==> config.mk <==
export PLATFORM = sky130hd
export DESIGN_NAME = vicd_top
export DESIGN_NICKNAME = d
export VERILOG_FILES = /design/src/hw/vicd_pkg.sv /design/src/hw/vicd_horizontal_filter_select.sv /design/src/hw/vicd_top.sv
export SDC_FILE = /design/constraint.sdc
export NUM_CORES = 1
export LEC_CHECK = 0
export ABC_AREA = 1
export CAP_MARGIN = 20
export CORE_ASPECT_RATIO = 2
export CORE_UTILIZATION = 55
export CTS_BUF_LIST = sky130_fd_sc_hd__clkbuf_4
export CTS_CLUSTER_SIZE = 8
export DETAILED_ROUTE_END_ITERATION = 10
export DONT_BUFFER_PORTS = 1
export PLACE_DENSITY = 0.8
export SLEW_MARGIN = 0
export SYNTH_ARGS = -nofsm -noshare
export SYNTH_HDL_FRONTEND = slang
export SYNTH_SLANG_ARGS = --single-unit
==> constraint.sdc <==
create_clock -name clock -period 9.4 [get_ports clock]
set_input_delay 0.94 -clock clock [delete_from_list [all_inputs] [get_ports clock]]
set_output_delay 0.94 -clock clock [all_outputs]
set_load 0.005 [all_outputs]
==> src/hw/vicd_pkg.sv <==
// Shared constants and types of the video crop and decimate block
package vicd_pkg;
   localparam int VICD_HW = 10;
   localparam int VICD_VW = 10;
   localparam int VICD_DW = 8;
   localparam int VICD_GROUP = 64;
   localparam logic [6:0] VICD_GROUP_W = 7'h40;
   localparam logic [6:0] VICD_ACC_RST = 7'h00;
   localparam logic [5:0] VICD_GRP_LAST = 6'h3F;
   localparam logic [5:0] VICD_GRP_RST = 6'h00;
   localparam logic [7:0] VICD_DATA_RST = 8'h00;
   typedef enum logic [1:0] {
      VICD_FILT_BYPASS,
      VICD_FILT_PAIR,
      VICD_FILT_TRI,
      VICD_FILT_QUAD
   } vicd_filt_t;
endpackage

==> src/hw/vicd_horizontal_filter_select.sv <==
// Selectable horizontal luma filter with one cycle of latency
`timescale 1ns/100ps
module vicd_horizontal_filter_select #(
   parameter int DW = vicd_pkg::VICD_DW
) (
   input wire logic clock,
   input wire logic resetn,
   input wire vicd_pkg::vicd_filt_t sel,
   input wire logic in_valid,
   input wire logic in_take,
   input wire logic in_line_start,
   input wire logic [DW-1:0] in_y,
   input wire logic [DW-1:0] in_uv,
   output logic out_valid,
   output logic out_take,
   output logic out_line_start,
   output logic [DW-1:0] out_y,
   output logic [DW-1:0] out_uv
);
   import vicd_pkg::*;
   if (DW < 2) begin : g_bad_dw
      $error("vicd_horizontal_filter_select: DW too small");
   end
   logic [DW-1:0] y1_reg, y2_reg, y3_reg;
   wire logic [DW-1:0] h1 = in_line_start ? '0 : y1_reg;
   wire logic [DW-1:0] h2 = in_line_start ? '0 : y2_reg;
   wire logic [DW-1:0] h3 = in_line_start ? '0 : y3_reg;
   wire logic [DW+1:0] sum_pair = {2'b00, in_y} + {2'b00, h1};
   wire logic [DW+1:0] sum_tri = {2'b00, in_y} + {1'b0, h1, 1'b0} + {2'b00, h2};
   wire logic [DW+1:0] sum_quad = sum_pair + {2'b00, h2} + {2'b00, h3};
   logic [DW-1:0] y_next;
   always_comb begin
      unique case (sel)
         VICD_FILT_BYPASS: y_next = in_y;
         VICD_FILT_PAIR: y_next = sum_pair[DW:1];
         VICD_FILT_TRI: y_next = sum_tri[DW+1:2];
         VICD_FILT_QUAD: y_next = sum_quad[DW+1:2];
      endcase
   end
   always_ff @(posedge clock) begin
      if (!resetn) begin
         y1_reg <= '0;
         y2_reg <= '0;
         y3_reg <= '0;
         out_valid <= 1'b0;
         out_take <= 1'b0;
         out_line_start <= 1'b0;
         out_y <= '0;
         out_uv <= '0;
      end else begin
         out_valid <= in_valid;
         out_take <= in_valid & in_take;
         out_line_start <= in_line_start;
         if (in_valid) begin
            y1_reg <= in_y;
            y2_reg <= h1;
            y3_reg <= h2;
            out_y <= y_next;
            out_uv <= in_uv;
         end else if (in_line_start) begin
            y1_reg <= '0;
            y2_reg <= '0;
            y3_reg <= '0;
         end
      end
   end
   property p_bypass;
      @(posedge clock) disable iff (!resetn)
         (sel == VICD_FILT_BYPASS && in_valid) |=> (out_y == $past(in_y) && out_valid);
   endproperty
   a_bypass: assert property (p_bypass) else $error("bypass filter altered pixel");
   property p_pair;
      @(posedge clock) disable iff (!resetn)
         (sel == VICD_FILT_PAIR && in_valid && !in_line_start)
            |=> out_y == $past(sum_pair[DW:1]);
   endproperty
   a_pair: assert property (p_pair) else $error("pair filter result wrong");
endmodule // vicd_horizontal_filter_select

==> src/hw/vicd_top.sv <==
// Video input window crop, horizontal filter and decimation
`timescale 1ns/100ps
module vicd_top #(
   parameter int HW = vicd_pkg::VICD_HW,
   parameter int VW = vicd_pkg::VICD_VW,
   parameter int DW = vicd_pkg::VICD_DW
) (
   input wire logic clock,
   input wire logic resetn,
   input wire logic line_sync,
   input wire logic frame_sync,
   input wire logic pix_valid,
   input wire logic [DW-1:0] pix_y,
   input wire logic [DW-1:0] pix_uv,
   input wire logic line_sync_polarity,
   input wire logic frame_sync_polarity,
   input wire logic [HW-1:0] horizontal_sample_first,
   input wire logic [HW-1:0] horizontal_sample_last,
   input wire logic [VW-1:0] vertical_sample_first,
   input wire logic [VW-1:0] vertical_sample_last,
   input wire logic [5:0] horizontal_drop_count,
   input wire logic [5:0] vertical_drop_count,
   input wire vicd_pkg::vicd_filt_t horizontal_filter_select,
   input wire logic field_display_select,
   input wire logic [HW-1:0] destination_width,
   input wire logic [VW-1:0] destination_height,
   output logic out_valid,
   output logic [DW-1:0] out_y,
   output logic [DW-1:0] out_uv,
   output logic out_line_start,
   output logic out_frame_start,
   output logic [VW:0] out_rect_height,
   output logic config_error
);
   import vicd_pkg::*;
   if (HW < 2 || VW < 2 || DW < 2) begin : g_bad_width
      $error("vicd_top: width parameter too small");
   end

   // Bresenham step: returns keep flag and next accumulator
   function automatic logic [7:0] dec_step(input logic [6:0] acc, input logic [5:0] drop);
      logic [7:0] sum;
      sum = {1'b0, acc} + {1'b0, VICD_GROUP_W - {1'b0, drop}};
      if (sum >= {1'b0, VICD_GROUP_W}) dec_step = {1'b1, 7'(sum - {1'b0, VICD_GROUP_W})};
      else dec_step = {1'b0, sum[6:0]};
   endfunction

   logic line_sync_reg, frame_sync_reg;
   logic [HW-1:0] h_count_reg;
   logic [VW-1:0] v_count_reg;
   logic line_win_reg, line_keep_reg;
   logic [6:0] v_acc_reg, h_acc_reg;
   logic [5:0] h_grp_reg, v_grp_reg;
   logic [6:0] h_kept_reg, v_kept_reg;

   // Active edge detection
   wire logic line_edge = line_sync_polarity ? (line_sync & ~line_sync_reg)
                                             : (~line_sync & line_sync_reg);
   wire logic frame_edge = frame_sync_polarity ? (frame_sync & ~frame_sync_reg)
                                               : (~frame_sync & frame_sync_reg);

   // Horizontal window
   wire logic [HW-1:0] h_idx = line_edge ? '0 : h_count_reg;
   wire logic h_in = (h_idx >= horizontal_sample_first)
                   && (h_idx <= horizontal_sample_last);
   wire logic h_sat = &h_count_reg;

   // Vertical window and line decimation decision at each line edge
   wire logic [VW-1:0] v_idx = frame_edge ? '0 : v_count_reg;
   wire logic v_in = (v_idx >= vertical_sample_first)
                   && (v_idx <= vertical_sample_last);
   wire logic [6:0] v_acc_base = frame_edge ? VICD_ACC_RST : v_acc_reg;
   wire logic [7:0] v_step = dec_step(v_acc_base, vertical_drop_count);
   wire logic v_do_step = line_edge & v_in;
   wire logic line_win_now = line_edge ? v_in : line_win_reg;
   wire logic line_keep_now = line_edge ? v_step[7] : line_keep_reg;
   wire logic win_pix = pix_valid & h_in & line_win_now & line_keep_now;

   always_ff @(posedge clock) begin
      if (!resetn) begin
         line_sync_reg <= 1'b0;
         frame_sync_reg <= 1'b0;
         h_count_reg <= '0;
         v_count_reg <= '0;
         line_win_reg <= 1'b0;
         line_keep_reg <= 1'b0;
         v_acc_reg <= VICD_ACC_RST;
      end else begin
         line_sync_reg <= line_sync;
         frame_sync_reg <= frame_sync;
         if (pix_valid && !(h_sat && !line_edge)) h_count_reg <= h_idx + 1'b1;
         else if (line_edge) h_count_reg <= '0;
         if (line_edge && !(&v_idx)) v_count_reg <= v_idx + 1'b1;
         else if (frame_edge) v_count_reg <= '0;
         line_win_reg <= line_win_now;
         line_keep_reg <= line_keep_now;
         if (v_do_step) v_acc_reg <= v_step[6:0];
         else if (frame_edge) v_acc_reg <= VICD_ACC_RST;
      end
   end

   // Filter ahead of horizontal decimation
   logic f_valid, f_take, f_line_start;
   logic [DW-1:0] f_y, f_uv;
   vicd_horizontal_filter_select #(.DW(DW)) u_filter (
      .clock(clock),
      .resetn(resetn),
      .sel(horizontal_filter_select),
      .in_valid(pix_valid),
      .in_take(win_pix),
      .in_line_start(line_edge),
      .in_y(pix_y),
      .in_uv(pix_uv),
      .out_valid(f_valid),
      .out_take(f_take),
      .out_line_start(f_line_start),
      .out_y(f_y),
      .out_uv(f_uv)
   );

   // Horizontal decimation on the filtered stream
   wire logic [6:0] h_acc_base = f_line_start ? VICD_ACC_RST : h_acc_reg;
   wire logic [7:0] h_step = dec_step(h_acc_base, horizontal_drop_count);
   wire logic h_do_step = f_valid & f_take;

   // Size check and rectangle height
   wire logic [HW:0] h_span = {1'b0, horizontal_sample_last} - {1'b0, horizontal_sample_first}
                              + 1'b1;
   wire logic [VW:0] v_span = {1'b0, vertical_sample_last} - {1'b0, vertical_sample_first}
                              + 1'b1;
   wire logic size_bad = ({1'b0, destination_width} > h_span)
                       || ({1'b0, destination_height} > v_span)
                       || (horizontal_sample_last < horizontal_sample_first)
                       || (vertical_sample_last < vertical_sample_first);
   wire logic [VW:0] rect_next = field_display_select ? {1'b0, destination_height}
                                                     : {destination_height, 1'b0};

   always_ff @(posedge clock) begin
      if (!resetn) begin
         h_acc_reg <= VICD_ACC_RST;
         out_valid <= 1'b0;
         out_y <= VICD_DATA_RST;
         out_uv <= VICD_DATA_RST;
         out_line_start <= 1'b0;
         out_frame_start <= 1'b0;
         out_rect_height <= '0;
         config_error <= 1'b0;
      end else begin
         if (h_do_step) h_acc_reg <= h_step[6:0];
         else if (f_line_start) h_acc_reg <= VICD_ACC_RST;
         out_valid <= h_do_step & h_step[7];
         if (h_do_step && h_step[7]) begin
            out_y <= f_y;
            out_uv <= f_uv;
         end
         out_line_start <= line_edge & v_in & v_step[7];
         out_frame_start <= frame_edge;
         out_rect_height <= rect_next;
         config_error <= size_bad;
      end
   end

   // Checking helpers: group position and kept count
   always_ff @(posedge clock) begin
      if (!resetn) begin
         h_grp_reg <= VICD_GRP_RST;
         h_kept_reg <= VICD_ACC_RST;
         v_grp_reg <= VICD_GRP_RST;
         v_kept_reg <= VICD_ACC_RST;
      end else begin
         if (h_do_step) begin
            h_grp_reg <= (f_line_start ? VICD_GRP_RST : h_grp_reg) + 1'b1;
            h_kept_reg <= (f_line_start || h_grp_reg == VICD_GRP_LAST ? VICD_ACC_RST : h_kept_reg)
                          + {6'h00, h_step[7]};
         end else if (f_line_start) begin
            h_grp_reg <= VICD_GRP_RST;
            h_kept_reg <= VICD_ACC_RST;
         end
         if (v_do_step) begin
            v_grp_reg <= (frame_edge ? VICD_GRP_RST : v_grp_reg) + 1'b1;
            v_kept_reg <= (frame_edge || v_grp_reg == VICD_GRP_LAST ? VICD_ACC_RST : v_kept_reg)
                          + {6'h00, v_step[7]};
         end else if (frame_edge) begin
            v_grp_reg <= VICD_GRP_RST;
            v_kept_reg <= VICD_ACC_RST;
         end
      end
   end

   property p_hwin;
      @(posedge clock) disable iff (!resetn)
         win_pix |-> (h_idx >= horizontal_sample_first && h_idx <= horizontal_sample_last);
   endproperty
   a_hwin: assert property (p_hwin) else $error("pixel taken outside window");
   property p_vwin;
      @(posedge clock) disable iff (!resetn)
         (line_edge && !frame_edge && v_count_reg > vertical_sample_last) |=> !line_win_reg;
   endproperty
   a_vwin: assert property (p_vwin) else $error("line taken below window");
   property p_pol;
      @(posedge clock) disable iff (!resetn)
         (line_sync_polarity && $rose(line_sync)) || (!line_sync_polarity && $fell(line_sync))
            |-> line_edge;
   endproperty
   a_pol: assert property (p_pol) else $error("line edge missed");
   property p_hdrop;
      @(posedge clock) disable iff (!resetn)
         (h_do_step && !f_line_start && h_grp_reg == VICD_GRP_LAST)
            |-> (h_kept_reg + {6'h00, h_step[7]}) == (VICD_GROUP_W - {1'b0, horizontal_drop_count});
   endproperty
   a_hdrop: assert property (p_hdrop) else $error("wrong pixel keep count per group");
   property p_vdrop;
      @(posedge clock) disable iff (!resetn)
         (v_do_step && !frame_edge && v_grp_reg == VICD_GRP_LAST)
            |-> (v_kept_reg + {6'h00, v_step[7]}) == (VICD_GROUP_W - {1'b0, vertical_drop_count});
   endproperty
   a_vdrop: assert property (p_vdrop) else $error("wrong line keep count per group");
   property p_mode;
      @(posedge clock) disable iff (!resetn)
         (!field_display_select && $stable(destination_height)) |=>
            out_rect_height == {$past(destination_height), 1'b0};
   endproperty
   a_mode: assert property (p_mode) else $error("interlace height not doubled");
   property p_size;
      @(posedge clock) disable iff (!resetn)
         ({1'b0, destination_width} > h_span) |=> config_error;
   endproperty
   a_size: assert property (p_size) else $error("oversize window not flagged");
   property p_reload;
      @(posedge clock) disable iff (!resetn)
         (f_line_start && !f_valid) |=> h_acc_reg == VICD_ACC_RST;
   endproperty
   a_reload: assert property (p_reload) else $error("phase not restarted at line");
   property p_out_src;
      @(posedge clock) disable iff (!resetn)
         out_valid |-> $past(f_take);
   endproperty
   a_out_src: assert property (p_out_src) else $error("output pixel not from window");
   c_pixel: cover property (@(posedge clock) disable iff (!resetn) out_valid);
   c_drop: cover property (@(posedge clock) disable iff (!resetn) h_do_step && !h_step[7]);
   c_line_drop: cover property (@(posedge clock) disable iff (!resetn) v_do_step && !v_step[7]);
   c_error: cover property (@(posedge clock) disable iff (!resetn) config_error);
endmodule // vicd_top

After elaboration in Yosys (flattened, before gate mapping)
Index checks and enable logic that the tools add are counted.

word-level totals
  flip-flop bits (word level) = 112
  bits of input ports = 98
  output and inout port bits = 31
  word-level logic and storage cells = 111

operators by class
  add/subtract/negate cells = 17
  $lt $le $gt $ge = 10
  equality and inequality tests = 3
  mux-type cells = 22
  bitwise logic cells = 17
  reductions and logical operators = 17

operators with widths
  kind                   number
  $mux 8                 8
  $mux 10                5
  $pmux 8 s4             1
  $add 10x8->10          3
  $mux 7                 4
  $add 11x1->11 const B  2
  $gt 10x11->1           2
  $sub 10x10->11         2
  $add 10x1->10 const B  2
  $ge 10x10->1           2
  $le 10x10->1           2
  $lt 10x10->1           2
  $reduce_and 10->1      2
  $add 7x7->8            2
  $ge 8x7->1 const B     2
  $sub 7x6->7 const A    2
  $sub 7x7->7 const B    2
  $and 1x1->1            12
  $add 8x9->10           1
  $add 8x8->9            1
  $logic_and 1x1->1      6
  $not 1->1              5
  $eq 2x2->1 const B     2
  $mux 1                 4
  6 further kinds        10

Longest topological paths before layout
Gate-level depths: netlist of the first run.

  word-level depth = 10
  gate-level depth with buffers = 29
  depth with buffers taken out = 28

By module
Synthesis of the first run repeated with hierarchy kept, for this count alone.

second synthesis, totals
  cell total of the unflattened synthesis = 1393
  area, all modules = 9850.7 µm²

by module, submodules not included
  module                         instances  cells each  area an instance (µm²)  sequential area each (µm²)
  vicd_top                       1          962         6726.5                  1381.3
  vicd_horizontal_filter_select  1          431         3124.2                  860.8

Worst setup path before layout of the first run
Ideal clock, no wire load.

  kind = input-to-reg
  from = input line_sync
  to = register u_filter.out_y[5]
  library setup time = 119 ps
  data arrival time = 4195 ps
  data required time = 9281 ps
  slack = 5086 ps
  cell stages on the path = 25
  buffers on the path = 1
  path through = inv_1 > nand2_1 > nand2_1 > nand2_2 > clkbuf_1 > nand2_1 > inv_1 > ha_1 > fa_1 > xor2_1 > fa_1 > inv_1 > fa_1 > inv_1 > nand3_1 > nand2_1 > nand2_1 > nand2_1 > nand2_1 > nand2_1 > a21oi_1 > o21ai_0 > nand2_1 > o21ai_0 > nand2_1

on the way
  cells in the longest elaborated chain, start to end = 8
  elaborated cells between the ends (all ways) = 13
  those cells by class = 5 x add/sub; 5 x mux; 3 x bitwise

ends and longest elaborated chain
  element                     RTL line                             RTL
  start: declaration          vicd_top.sv:10                       input wire logic line_sync,
  $not 1->1                   vicd_top.sv:58                       : (~line_sync & line_sync_reg);
  $and 1x1->1                 vicd_top.sv:58
  $mux 1 (*)                  vicd_top.sv:57                       wire logic line_edge = line_sync_polarity ? (line_sync & ~line_sync_reg)
  $mux 8                      n/a
  $add 8x8->9                 vicd_horizontal_filter_select.sv:28  wire logic [DW+1:0] sum_pair = {2'b00, in_y} + {2'b00, h1};
  $add 10x8->10 (2 in a row)  vicd_horizontal_filter_select.sv:30  wire logic [DW+1:0] sum_quad = sum_pair + {2'b00, h2} + {2'b00, h3};
  $pmux 8 s4 (*)              vicd_horizontal_filter_select.sv:33  unique case (sel)
  end signal: assignment      vicd_horizontal_filter_select.sv:58  out_y <= y_next;
  end: declaration            vicd_horizontal_filter_select.sv:17  output logic [DW-1:0] out_y,

Every way passes the cells marked *; elsewhere a longest branch is shown, timed or not.
A chain may end at the register's enable or synchronous reset.

Worst setup path in the final report of the first run
Ends and elaborated chain as after synthesis.

==> results of run 1 <==
[worst max-delay path, cell delays in order]
cell	delay (ps)
sky130_fd_sc_hd__inv_1	50
sky130_fd_sc_hd__nand2_1	50
sky130_fd_sc_hd__nand2_1	60
sky130_fd_sc_hd__nand2_2	360
sky130_fd_sc_hd__nand2_1	240
sky130_fd_sc_hd__inv_1	90
sky130_fd_sc_hd__ha_1	220
sky130_fd_sc_hd__fa_1	420
sky130_fd_sc_hd__xor2_1	210
sky130_fd_sc_hd__fa_1	580
sky130_fd_sc_hd__inv_1	80
sky130_fd_sc_hd__fa_1	430
sky130_fd_sc_hd__inv_1	100
sky130_fd_sc_hd__nand3_1	80
sky130_fd_sc_hd__nand2_1	120
sky130_fd_sc_hd__nand2_1	60
sky130_fd_sc_hd__nand2_1	50
sky130_fd_sc_hd__nand2_1	50
sky130_fd_sc_hd__nand2_1	70
sky130_fd_sc_hd__a21oi_1	60
sky130_fd_sc_hd__o21ai_0	80
sky130_fd_sc_hd__nand2_1	70
sky130_fd_sc_hd__o21ai_0	180
sky130_fd_sc_hd__nand2_1	70
[synthesized netlist by cell type, types with 2 or more instances]
| library cell | instances |
|---|---|
| sky130_fd_sc_hd__buf_6 | 4 |
| sky130_fd_sc_hd__xnor2_1 | 19 |
| sky130_fd_sc_hd__inv_1 | 250 |
| sky130_fd_sc_hd__a211oi_1 | 3 |
| sky130_fd_sc_hd__o22ai_1 | 28 |
| sky130_fd_sc_hd__o2111ai_1 | 7 |
| sky130_fd_sc_hd__or2_2 | 7 |
| sky130_fd_sc_hd__nand3_2 | 3 |
| sky130_fd_sc_hd__nor2_2 | 5 |
| sky130_fd_sc_hd__a21o_1 | 3 |
| sky130_fd_sc_hd__nor2_1 | 108 |
| sky130_fd_sc_hd__nand2_1 | 297 |
| sky130_fd_sc_hd__inv_2 | 2 |
| sky130_fd_sc_hd__ha_1 | 143 |
| sky130_fd_sc_hd__a21oi_1 | 115 |
| sky130_fd_sc_hd__nand3_1 | 74 |
| sky130_fd_sc_hd__o21ai_0 | 58 |
| sky130_fd_sc_hd__dfxtp_1 | 112 |
| sky130_fd_sc_hd__clkbuf_1 | 20 |
| sky130_fd_sc_hd__o21bai_1 | 3 |
| sky130_fd_sc_hd__nor3_1 | 13 |
| sky130_fd_sc_hd__nand2_2 | 4 |
| sky130_fd_sc_hd__xor2_1 | 19 |
| sky130_fd_sc_hd__nand4_1 | 19 |
| sky130_fd_sc_hd__nor2_8 | 2 |
| sky130_fd_sc_hd__o211ai_1 | 8 |
| sky130_fd_sc_hd__nor2_4 | 3 |
| sky130_fd_sc_hd__nor3_2 | 4 |
| sky130_fd_sc_hd__a31oi_1 | 3 |
| sky130_fd_sc_hd__fa_1 | 29 |
| sky130_fd_sc_hd__o21a_1 | 6 |
[area by class of cell]
class                   count  area, um2  area share [%]
diodes                      1      2.502         0.02479
clock buffers               9      67.56          0.6693
flip-flops and latches    112       2242           22.21
inverters                 253      949.7           9.408
multi-input cells         994       6421           63.61
repair buffers              2      55.05          0.5454
clock inverters             7      93.84          0.9296
well taps                 210      262.8           2.603
[worst max path at each step]
stage / end / slack (ps) / depth (start not counted)
after CTS: u_filter.out_y[5]$_SDFFE_PN0P_ / 5140 / 24
after global routing: u_filter.out_y[5]$_SDFFE_PN0P_ / 4720 / 24
after detailed placement: u_filter.out_y[5]$_SDFFE_PN0P_ / 4610 / 24
after global placement: u_filter.out_y[5]$_SDFFE_PN0P_ / 4720 / 24
after floorplan: u_filter.out_y[5]$_SDFFE_PN0P_ / 5090 / 25
final: u_filter.out_y[5]$_SDFFE_PN0P_ / 5080 / 24
[per-layer routing]
| metal | up-vias | routed length (um) |
|---|---|---|
| li1 | 4456 | - |
| met1 | 4133 | 8145 |
| met2 | 270 | 13650 |
| met3 | 114 | 1329 |
| met4 | 0 | 1921 |
| met5 | - | 0 |
[power breakdown]
part	leakage [nW]	switching (mW)	internal [mW]	total [mW]
Clock	0.0841	0.192	0.0673	0.259
Sequential	0.912	0.00551	0.489	0.495
Combinational	4.20	0.196	0.117	0.313
[cells by family (layout without fill, tap and decap cells)]
kind of cell,after synthesis,in the layout,synth area share [%]
adders and majority gates,172,172,24.32
other,0,1,0
buffers and inverters,279,271,11.11
AOI/OAI and AO/OA,237,237,13.53
and+or+nand+nor,546,546,24.46
DFF,112,112,23.01
xor gates and xnor gates,39,39,3.582
==> impl_metrics.xml, run 1 <==
<?xml version="1.0" encoding="UTF-8"?>
<metrics>
  <group name="status">
    <metric name="outcome" unit="">complete, no violations</metric>
  </group>
  <group name="critical_path">
    <metric name="worstPathMaxFanout" unit="">28</metric>
    <metric name="worst_setup_ep_type" unit="">register</metric>
    <metric name="worst_r2r_startpoint" unit="">line_sync_reg$_SDFF_PN0_</metric>
    <metric name="cp.required" unit="ps">9790</metric>
    <metric name="startpoint" unit="">line_sync</metric>
    <metric name="crit_arrival" unit="ps">4710</metric>
    <metric name="ff2ff_setup_slack" unit="ps">5160</metric>
    <metric name="criticalPathCategory" unit="">input port to register</metric>
    <metric name="reg2reg_to" unit="">u_filter.out_y[5]$_SDFFE_PN0P_</metric>
    <metric name="r2r.worst_path.cells" unit="">24</metric>
    <metric name="setup.worst_path.start_class" unit="">input port</metric>
  </group>
  <group name="place">
    <metric name="detailed_place_hpwl" unit="mm">20.28</metric>
    <metric name="port-buffer-count" unit="">0</metric>
    <metric name="numPlacedInstances" unit="">1569</metric>
    <metric name="worst_setup_timing_slack_at_the_placement_stage" unit="ps">4612</metric>
    <metric name="place_area" unit="um2">9876</metric>
    <metric name="gp_routability_congestion" unit="">0.9769</metric>
  </group>
  <group name="timing">
    <metric name="slew-limit-headroom" unit="%">34.27</metric>
    <metric name="report.final.hold_viol_count" unit="">0</metric>
    <metric name="final-max-slew-violation-count" unit="">0</metric>
    <metric name="totalNegativeSetupSlack" unit="ps">0</metric>
    <metric name="tightestPinTransition" unit="ps">983.6</metric>
    <metric name="setup_slack" unit="ps">5078</metric>
    <metric name="finalSetupViolations" unit="">0</metric>
    <metric name="final.period_utilization" unit="%">45.98</metric>
    <metric name="timing.clock.skew" unit="ps">28.15</metric>
    <metric name="rsz0062_at_grt" unit="">no</metric>
    <metric name="timing.fmax" unit="MHz">231.4</metric>
    <metric name="time_the_worst_path_needs_with_i_o_delays_and_setup" unit="ps">4322</metric>
    <metric name="fin_hold_ws" unit="ps">472.0</metric>
  </group>
  <group name="clock_network">
    <metric name="clk-insertion-delay-late" unit="ps">480</metric>
    <metric name="tritoncts.num_buffers" unit="">9</metric>
    <metric name="cts_tree" unit="">done</metric>
    <metric name="cts_sinks" unit="">112</metric>
    <metric name="ctsRootBufferMaster" unit="">sky130_fd_sc_hd__clkbuf_4</metric>
    <metric name="cts.repair_timing.setup_buffer_count" unit="">0</metric>
    <metric name="cts.clk_slew.worst_paths" unit="ps">200</metric>
    <metric name="htree_num_levels" unit="">3</metric>
    <metric name="cts-root-to-sink-buffers" unit="">2</metric>
    <metric name="postCtsHoldBufs" unit="">0</metric>
    <metric name="cts-resized-gates" unit="">0</metric>
  </group>
  <group name="routing">
    <metric name="wirelength" unit="mm">25.05</metric>
    <metric name="antenna_violating_nets_post_route" unit="">0</metric>
    <metric name="detail_route.wl_per_cell" unit="um">15.77</metric>
    <metric name="drt_first_iter_violations" unit="">238</metric>
    <metric name="drc_errors" unit="">0</metric>
    <metric name="route.vias.total" unit="">8973</metric>
    <metric name="drt_pre_antenna_iters" unit="">5</metric>
    <metric name="route.detailed.vias_per_inst" unit="">5.651</metric>
  </group>
  <group name="logic_synthesis">
    <metric name="ys_async_sr_fraction" unit="%">0</metric>
    <metric name="synth_fp_nets" unit="">1655</metric>
    <metric name="yosys_warnings" unit="">0</metric>
    <metric name="synth_top_cell_by_area" unit="">sky130_fd_sc_hd__dfxtp_1</metric>
    <metric name="ys_ff_latch" unit="">112</metric>
    <metric name="synth_edf_count" unit="">0</metric>
    <metric name="ys_seq_area_share" unit="%">23.01</metric>
    <metric name="post_synth.cell_area_avg" unit="um2">7.037</metric>
    <metric name="synth_top_area_share" unit="%">23.01</metric>
    <metric name="post_synth_inst_count" unit="">1385</metric>
    <metric name="synth_cell_type_count" unit="">45</metric>
    <metric name="postSynth.topFlopCell" unit="">sky130_fd_sc_hd__dfxtp_1</metric>
    <metric name="synth_area_leaders" unit="">sky130_fd_sc_hd__dfxtp_1 (23%), sky130_fd_sc_hd__ha_1 (18%), sky130_fd_sc_hd__nand2_1 (11%)</metric>
    <metric name="synth_area" unit="um2">9746</metric>
  </group>
  <group name="global_route">
    <metric name="initial_antenna_violation_count" unit="">1</metric>
    <metric name="gr-max-usage-layer" unit="">met2</metric>
    <metric name="grt_util_met1" unit="%">24.21</metric>
    <metric name="globalRouteMet3Util" unit="%">6.180</metric>
    <metric name="gr-total-overflow" unit="">0</metric>
    <metric name="groute.layer.met2.usage" unit="%">54.64</metric>
    <metric name="grt_pass1_vias" unit="">9160</metric>
    <metric name="grt_pass1_wl" unit="mm">40.62</metric>
    <metric name="grt_max_degree" unit="">41</metric>
    <metric name="grt.total_usage" unit="%">28.72</metric>
  </group>
  <group name="cells_and_area">
    <metric name="postLayoutCellArea" unit="um2">10090</metric>
    <metric name="layoutNonFillerInstCount" unit="">1588</metric>
    <metric name="post-route-util" unit="%">58.45</metric>
    <metric name="design.final.nets" unit="">1642</metric>
    <metric name="final_common_cell" unit="">sky130_fd_sc_hd__nand2_1</metric>
    <metric name="fillers" unit="">1657</metric>
    <metric name="layout.cells.most_common_list" unit="">sky130_fd_sc_hd__nand2_1 (297), sky130_fd_sc_hd__inv_1 (250), sky130_fd_sc_hd__ha_1 (143), sky130_fd_sc_hd__a21oi_1 (115), sky130_fd_sc_hd__dfxtp_1 (112)</metric>
    <metric name="area.growth.synth_to_final" unit="%">3.582</metric>
    <metric name="flip_flop_count_of_the_largest_register_after_layout" unit="">11</metric>
    <metric name="layout-drive-gt1-share" unit="%">3.776</metric>
  </group>
  <group name="floorplan">
    <metric name="dieArea" unit="um2">18290</metric>
    <metric name="die_width" unit="um">96.13</metric>
    <metric name="floorplan.initialDensity" unit="%">56.43</metric>
    <metric name="ios" unit="">129</metric>
    <metric name="chipHeight" unit="um">190.3</metric>
    <metric name="fp.coreArea" unit="um2">17270</metric>
    <metric name="row_count" unit="">68</metric>
  </group>
  <group name="worst_hold_path">
    <metric name="hold_end" unit="">u_filter.out_y[6]$_SDFFE_PN0P_</metric>
    <metric name="min-delay-path-class" unit="">register to register</metric>
    <metric name="holdCritStartpoint" unit="">u_filter.out_y[6]$_SDFFE_PN0P_</metric>
    <metric name="worst_hold_path.num_cells" unit="">2</metric>
  </group>
  <group name="pwr">
    <metric name="power.leakage" unit="nW">5.195</metric>
    <metric name="power.ir.vdd_worst" unit="mV">0.08805</metric>
    <metric name="power_density" unit="nW/um2">105.6</metric>
    <metric name="design_power_total" unit="mW">1.066</metric>
  </group>
  <group name="flow_run">
    <metric name="max_cap_viol_count" unit="">0</metric>
  </group>
</metrics>
No activity file was read; power rests on OpenSTA's default activity.
==> inputs of run 2 (changes only) <==
--- a/config.mk
+++ b/config.mk
@@ -13,7 +13,7 @@
 export CTS_CLUSTER_SIZE = 8
 export DETAILED_ROUTE_END_ITERATION = 10
 export DONT_BUFFER_PORTS = 1
-export PLACE_DENSITY = 0.8
+export PLACE_DENSITY = 0.83
 export SLEW_MARGIN = 0
 export SYNTH_ARGS = -nofsm -noshare
 export SYNTH_HDL_FRONTEND = slang
==> constraint.sdc (replaced) <==
create_clock -name clock -period 3.8 [get_ports clock]
set_input_delay 0.38 -clock clock [delete_from_list [all_inputs] [get_ports clock]]
set_output_delay 0.38 -clock clock [all_outputs]
set_load 0.005 [all_outputs]
==> run 2 against run 1 <==
Clock power grew to 2.6 times the previous value. Sequential cell count unchanged. Combinational power rose to 2.7 times the previous value. Sequential power increased by 150%. Critical endpoint unchanged. Die area unchanged. Largest power group unchanged. Setup slack got worse by 4900 ps. Routed wire length up 4.7%. Via count is 3.2% higher.
==> impl_metrics.xml, run 2 (same netlist as run 1, synthesis figures left out) <==
<?xml version="1.0" encoding="UTF-8"?>
<metrics>
  <group name="routing">
    <metric name="drt_first_iter_violations" unit="">329</metric>
    <metric name="detailroute.wirelength.met3" unit="mm">1.441</metric>
    <metric name="uppermost_layer_routed" unit="">met4</metric>
    <metric name="route.detailed.vias_per_inst" unit="">5.722</metric>
    <metric name="drt_pre_antenna_iters" unit="">5</metric>
    <metric name="antenna_violating_nets_post_route" unit="">0</metric>
    <metric name="detail_route.wl_per_cell" unit="um">16.20</metric>
    <metric name="route.vias.total" unit="">9264</metric>
    <metric name="met2RoutedLength" unit="mm">14.31</metric>
    <metric name="drc_errors" unit="">0</metric>
    <metric name="wirelength" unit="mm">26.23</metric>
    <metric name="drt-met1-wl" unit="mm">8.360</metric>
  </group>
  <group name="floorplan">
    <metric name="fp.coreArea" unit="um2">17270</metric>
    <metric name="floorplan.initialDensity" unit="%">56.43</metric>
    <metric name="ios" unit="">129</metric>
    <metric name="die_width" unit="um">96.13</metric>
    <metric name="dieArea" unit="um2">18290</metric>
    <metric name="row_count" unit="">68</metric>
    <metric name="chipHeight" unit="um">190.3</metric>
  </group>
  <group name="global_route">
    <metric name="gr-total-overflow" unit="">0</metric>
    <metric name="grt.total_usage" unit="%">29.57</metric>
    <metric name="grt_pass1_vias" unit="">9233</metric>
    <metric name="grt_max_degree" unit="">39</metric>
    <metric name="initial_antenna_violation_count" unit="">1</metric>
    <metric name="grt_pass1_wl" unit="mm">41.60</metric>
  </group>
  <group name="critical_path">
    <metric name="cp.required" unit="ps">4210</metric>
    <metric name="worstPathMaxFanout" unit="">4</metric>
    <metric name="worst_setup_ep_type" unit="">register</metric>
    <metric name="crit_path_max_incr_delay" unit="ps">530</metric>
    <metric name="ff2ff_setup_slack" unit="ps">180</metric>
    <metric name="worst-path-stages" unit="">24</metric>
    <metric name="crit_path_cell_trace" unit="">inv_1, nand2_1, nand2_1, nand2_2, nand2_2, inv_1, ha_2, fa_2, nand3_1, nand2_2, xnor2_2, fa_1, inv_1, ha_1, a21oi_2, nand2_2, nand2_1, nand2_1, nand2_1, nand2_1, o21ai_0, nand2_1, o21ai_0, nand2_1</metric>
    <metric name="worst_r2r_startpoint" unit="">line_sync_reg$_SDFF_PN0_</metric>
    <metric name="reg2reg_to" unit="">u_filter.out_y[5]$_SDFFE_PN0P_</metric>
    <metric name="worst_path_most_repeated_cell" unit="">sky130_fd_sc_hd__nand2_1</metric>
    <metric name="crit_arrival" unit="ps">4040</metric>
    <metric name="criticalPathCategory" unit="">register to register</metric>
    <metric name="r2r.worst_path.cells" unit="">24</metric>
    <metric name="worst-path-buf-inv" unit="">3</metric>
    <metric name="setup.worst_path.start_class" unit="">register</metric>
    <metric name="cpLargestDelayFamily" unit="">adder cells</metric>
    <metric name="crit_path_top_delay_cell" unit="">sky130_fd_sc_hd__fa_1</metric>
  </group>
  <group name="place">
    <metric name="numPlacedInstances" unit="">1581</metric>
    <metric name="worst_setup_timing_slack_at_the_placement_stage" unit="ps">30.54</metric>
    <metric name="gp_routability_congestion" unit="">0.9929</metric>
    <metric name="detailed_place_hpwl" unit="mm">20.62</metric>
    <metric name="place_area" unit="um2">9966</metric>
    <metric name="port-buffer-count" unit="">0</metric>
  </group>
  <group name="pwr">
    <metric name="power.leakage" unit="nW">5.320</metric>
    <metric name="clock_power_share" unit="%">24.6</metric>
    <metric name="power.ir.vdd_worst" unit="mV">0.2759</metric>
    <metric name="design_power_total" unit="mW">2.735</metric>
    <metric name="pwr-share-seq" unit="%">44.8</metric>
    <metric name="power.combinational.fraction" unit="%">30.6</metric>
    <metric name="internal_dissipation" unit="mW">1.711</metric>
    <metric name="switchingPower" unit="mW">1.024</metric>
    <metric name="power_density" unit="nW/um2">261.3</metric>
    <metric name="swShare" unit="%">37.43</metric>
  </group>
  <group name="timing">
    <metric name="final-max-slew-violation-count" unit="">0</metric>
    <metric name="fin_hold_ws" unit="ps">27.76</metric>
    <metric name="slew-limit-headroom" unit="%">27.14</metric>
    <metric name="final.period_utilization" unit="%">95.37</metric>
    <metric name="report.final.hold_viol_count" unit="">0</metric>
    <metric name="timing.clock.skew" unit="ps">30.31</metric>
    <metric name="setup_slack" unit="ps">176.1</metric>
    <metric name="time_the_worst_path_needs_with_i_o_delays_and_setup" unit="ps">3624</metric>
    <metric name="finalSetupViolations" unit="">0</metric>
    <metric name="tightestPinTransition" unit="ps">1092</metric>
    <metric name="totalNegativeSetupSlack" unit="ps">0</metric>
    <metric name="timing.fmax" unit="MHz">275.9</metric>
  </group>
  <group name="clock_network">
    <metric name="cts_tree" unit="">done</metric>
    <metric name="ctsRootBufferMaster" unit="">sky130_fd_sc_hd__clkbuf_4</metric>
    <metric name="cts.clk_slew.worst_paths" unit="ps">220</metric>
    <metric name="htree_num_levels" unit="">3</metric>
    <metric name="tritoncts.num_buffers" unit="">9</metric>
    <metric name="clk-insertion-delay-late" unit="ps">490</metric>
    <metric name="cts_sinks" unit="">112</metric>
    <metric name="cts-root-to-sink-buffers" unit="">2</metric>
  </group>
  <group name="cells_and_area">
    <metric name="layout-drive-gt1-share" unit="%">5.824</metric>
    <metric name="final_common_cell" unit="">sky130_fd_sc_hd__nand2_1</metric>
    <metric name="fillers" unit="">1546</metric>
    <metric name="area.growth.synth_to_final" unit="%">7.407</metric>
    <metric name="layout.cells.most_common_list" unit="">sky130_fd_sc_hd__nand2_1 (293), sky130_fd_sc_hd__inv_1 (247), sky130_fd_sc_hd__ha_1 (137), sky130_fd_sc_hd__a21oi_1 (113), sky130_fd_sc_hd__dfxtp_1 (111)</metric>
    <metric name="layoutNonFillerInstCount" unit="">1619</metric>
    <metric name="design.final.nets" unit="">1673</metric>
    <metric name="post-route-util" unit="%">60.61</metric>
    <metric name="flip_flop_count_of_the_largest_register_after_layout" unit="">11</metric>
    <metric name="postLayoutCellArea" unit="um2">10470</metric>
  </group>
  <group name="worst_hold_path">
    <metric name="holdCritStartpoint" unit="">resetn</metric>
    <metric name="worst_hold_path.num_cells" unit="">2</metric>
    <metric name="min-delay-path-class" unit="">input port to register</metric>
    <metric name="hold_end" unit="">v_acc_reg[6]$_SDFF_PN0_</metric>
  </group>
  <group name="status">
    <metric name="outcome" unit="">complete, no violations</metric>
  </group>
  <group name="flow_run">
    <metric name="max_cap_viol_count" unit="">0</metric>
  </group>
</metrics>
run 2: cell count changes in the layout (fill, tap and decap cells not counted), sizes merged:
cell,change
dlygate4sd3,+19
clkinv,-2
inv,+2
buf,+12
run 2: power groups by stage:
stage | clock [mW] | sequential, mW | combinational (mW)
2_1_floorplan | 0 | 1.24 | 0.603
3_3_place_gp | 0 | 1.25 | 0.752
3_5_place_dp | 0 | 1.25 | 0.780
4_1_cts | 0.692 | 1.23 | 0.809
5_1_grt | 0.732 | 1.23 | 0.960
6_report | 0.672 | 1.23 | 0.836
run 2: metal layers:
metal / vias to the layer above / global-route usage, %
met5: - / 0
met4: 0 / 22.73
met3: 146 / 5.941
met2: 332 / 55.13
met1: 4266 / 26.42
li1: 4520 / -
run 2: cell type report:
cell class              count  area, um2  area share [%]
diodes                      1      2.502         0.02391
inverters                 253      949.7           9.072
repair buffers             33      331.6           3.168
well taps                 210      262.8           2.510
multi-input cells         994       6514           62.23
clock buffers               9      67.56          0.6455
flip-flops and latches    112       2243           21.43
clock inverters             7      96.34          0.9204
run 2: worst max path at each step:
| stage | to | slack [ps] | startpoint |
|---|---|---|---|
| global route | u_filter.out_y[5]$_SDFFE_PN0P_ | -70 | line_sync_reg$_SDFF_PN0_ |
| global placement | u_filter.out_y[5]$_SDFFE_PN0P_ | 90 | line_sync |
| finish | u_filter.out_y[5]$_SDFFE_PN0P_ | 180 | line_sync_reg$_SDFF_PN0_ |
| floorplan | u_filter.out_y[5]$_SDFFE_PN0P_ | 50 | line_sync |
| CTS | u_filter.out_y[6]$_SDFFE_PN0P_ | 60 | line_sync_reg$_SDFF_PN0_ |
| detailed placement | u_filter.out_y[6]$_SDFFE_PN0P_ | 30 | line_sync |
run 2: timing repair:
action | in CTS | in global routing
endpoints found under the hold margin | 45 | 0
endpoints found under the setup margin | 0 | 7
hold buffers | 20 | 0
gates resized for setup | 0 | 23
setup buffers | 0 | 0
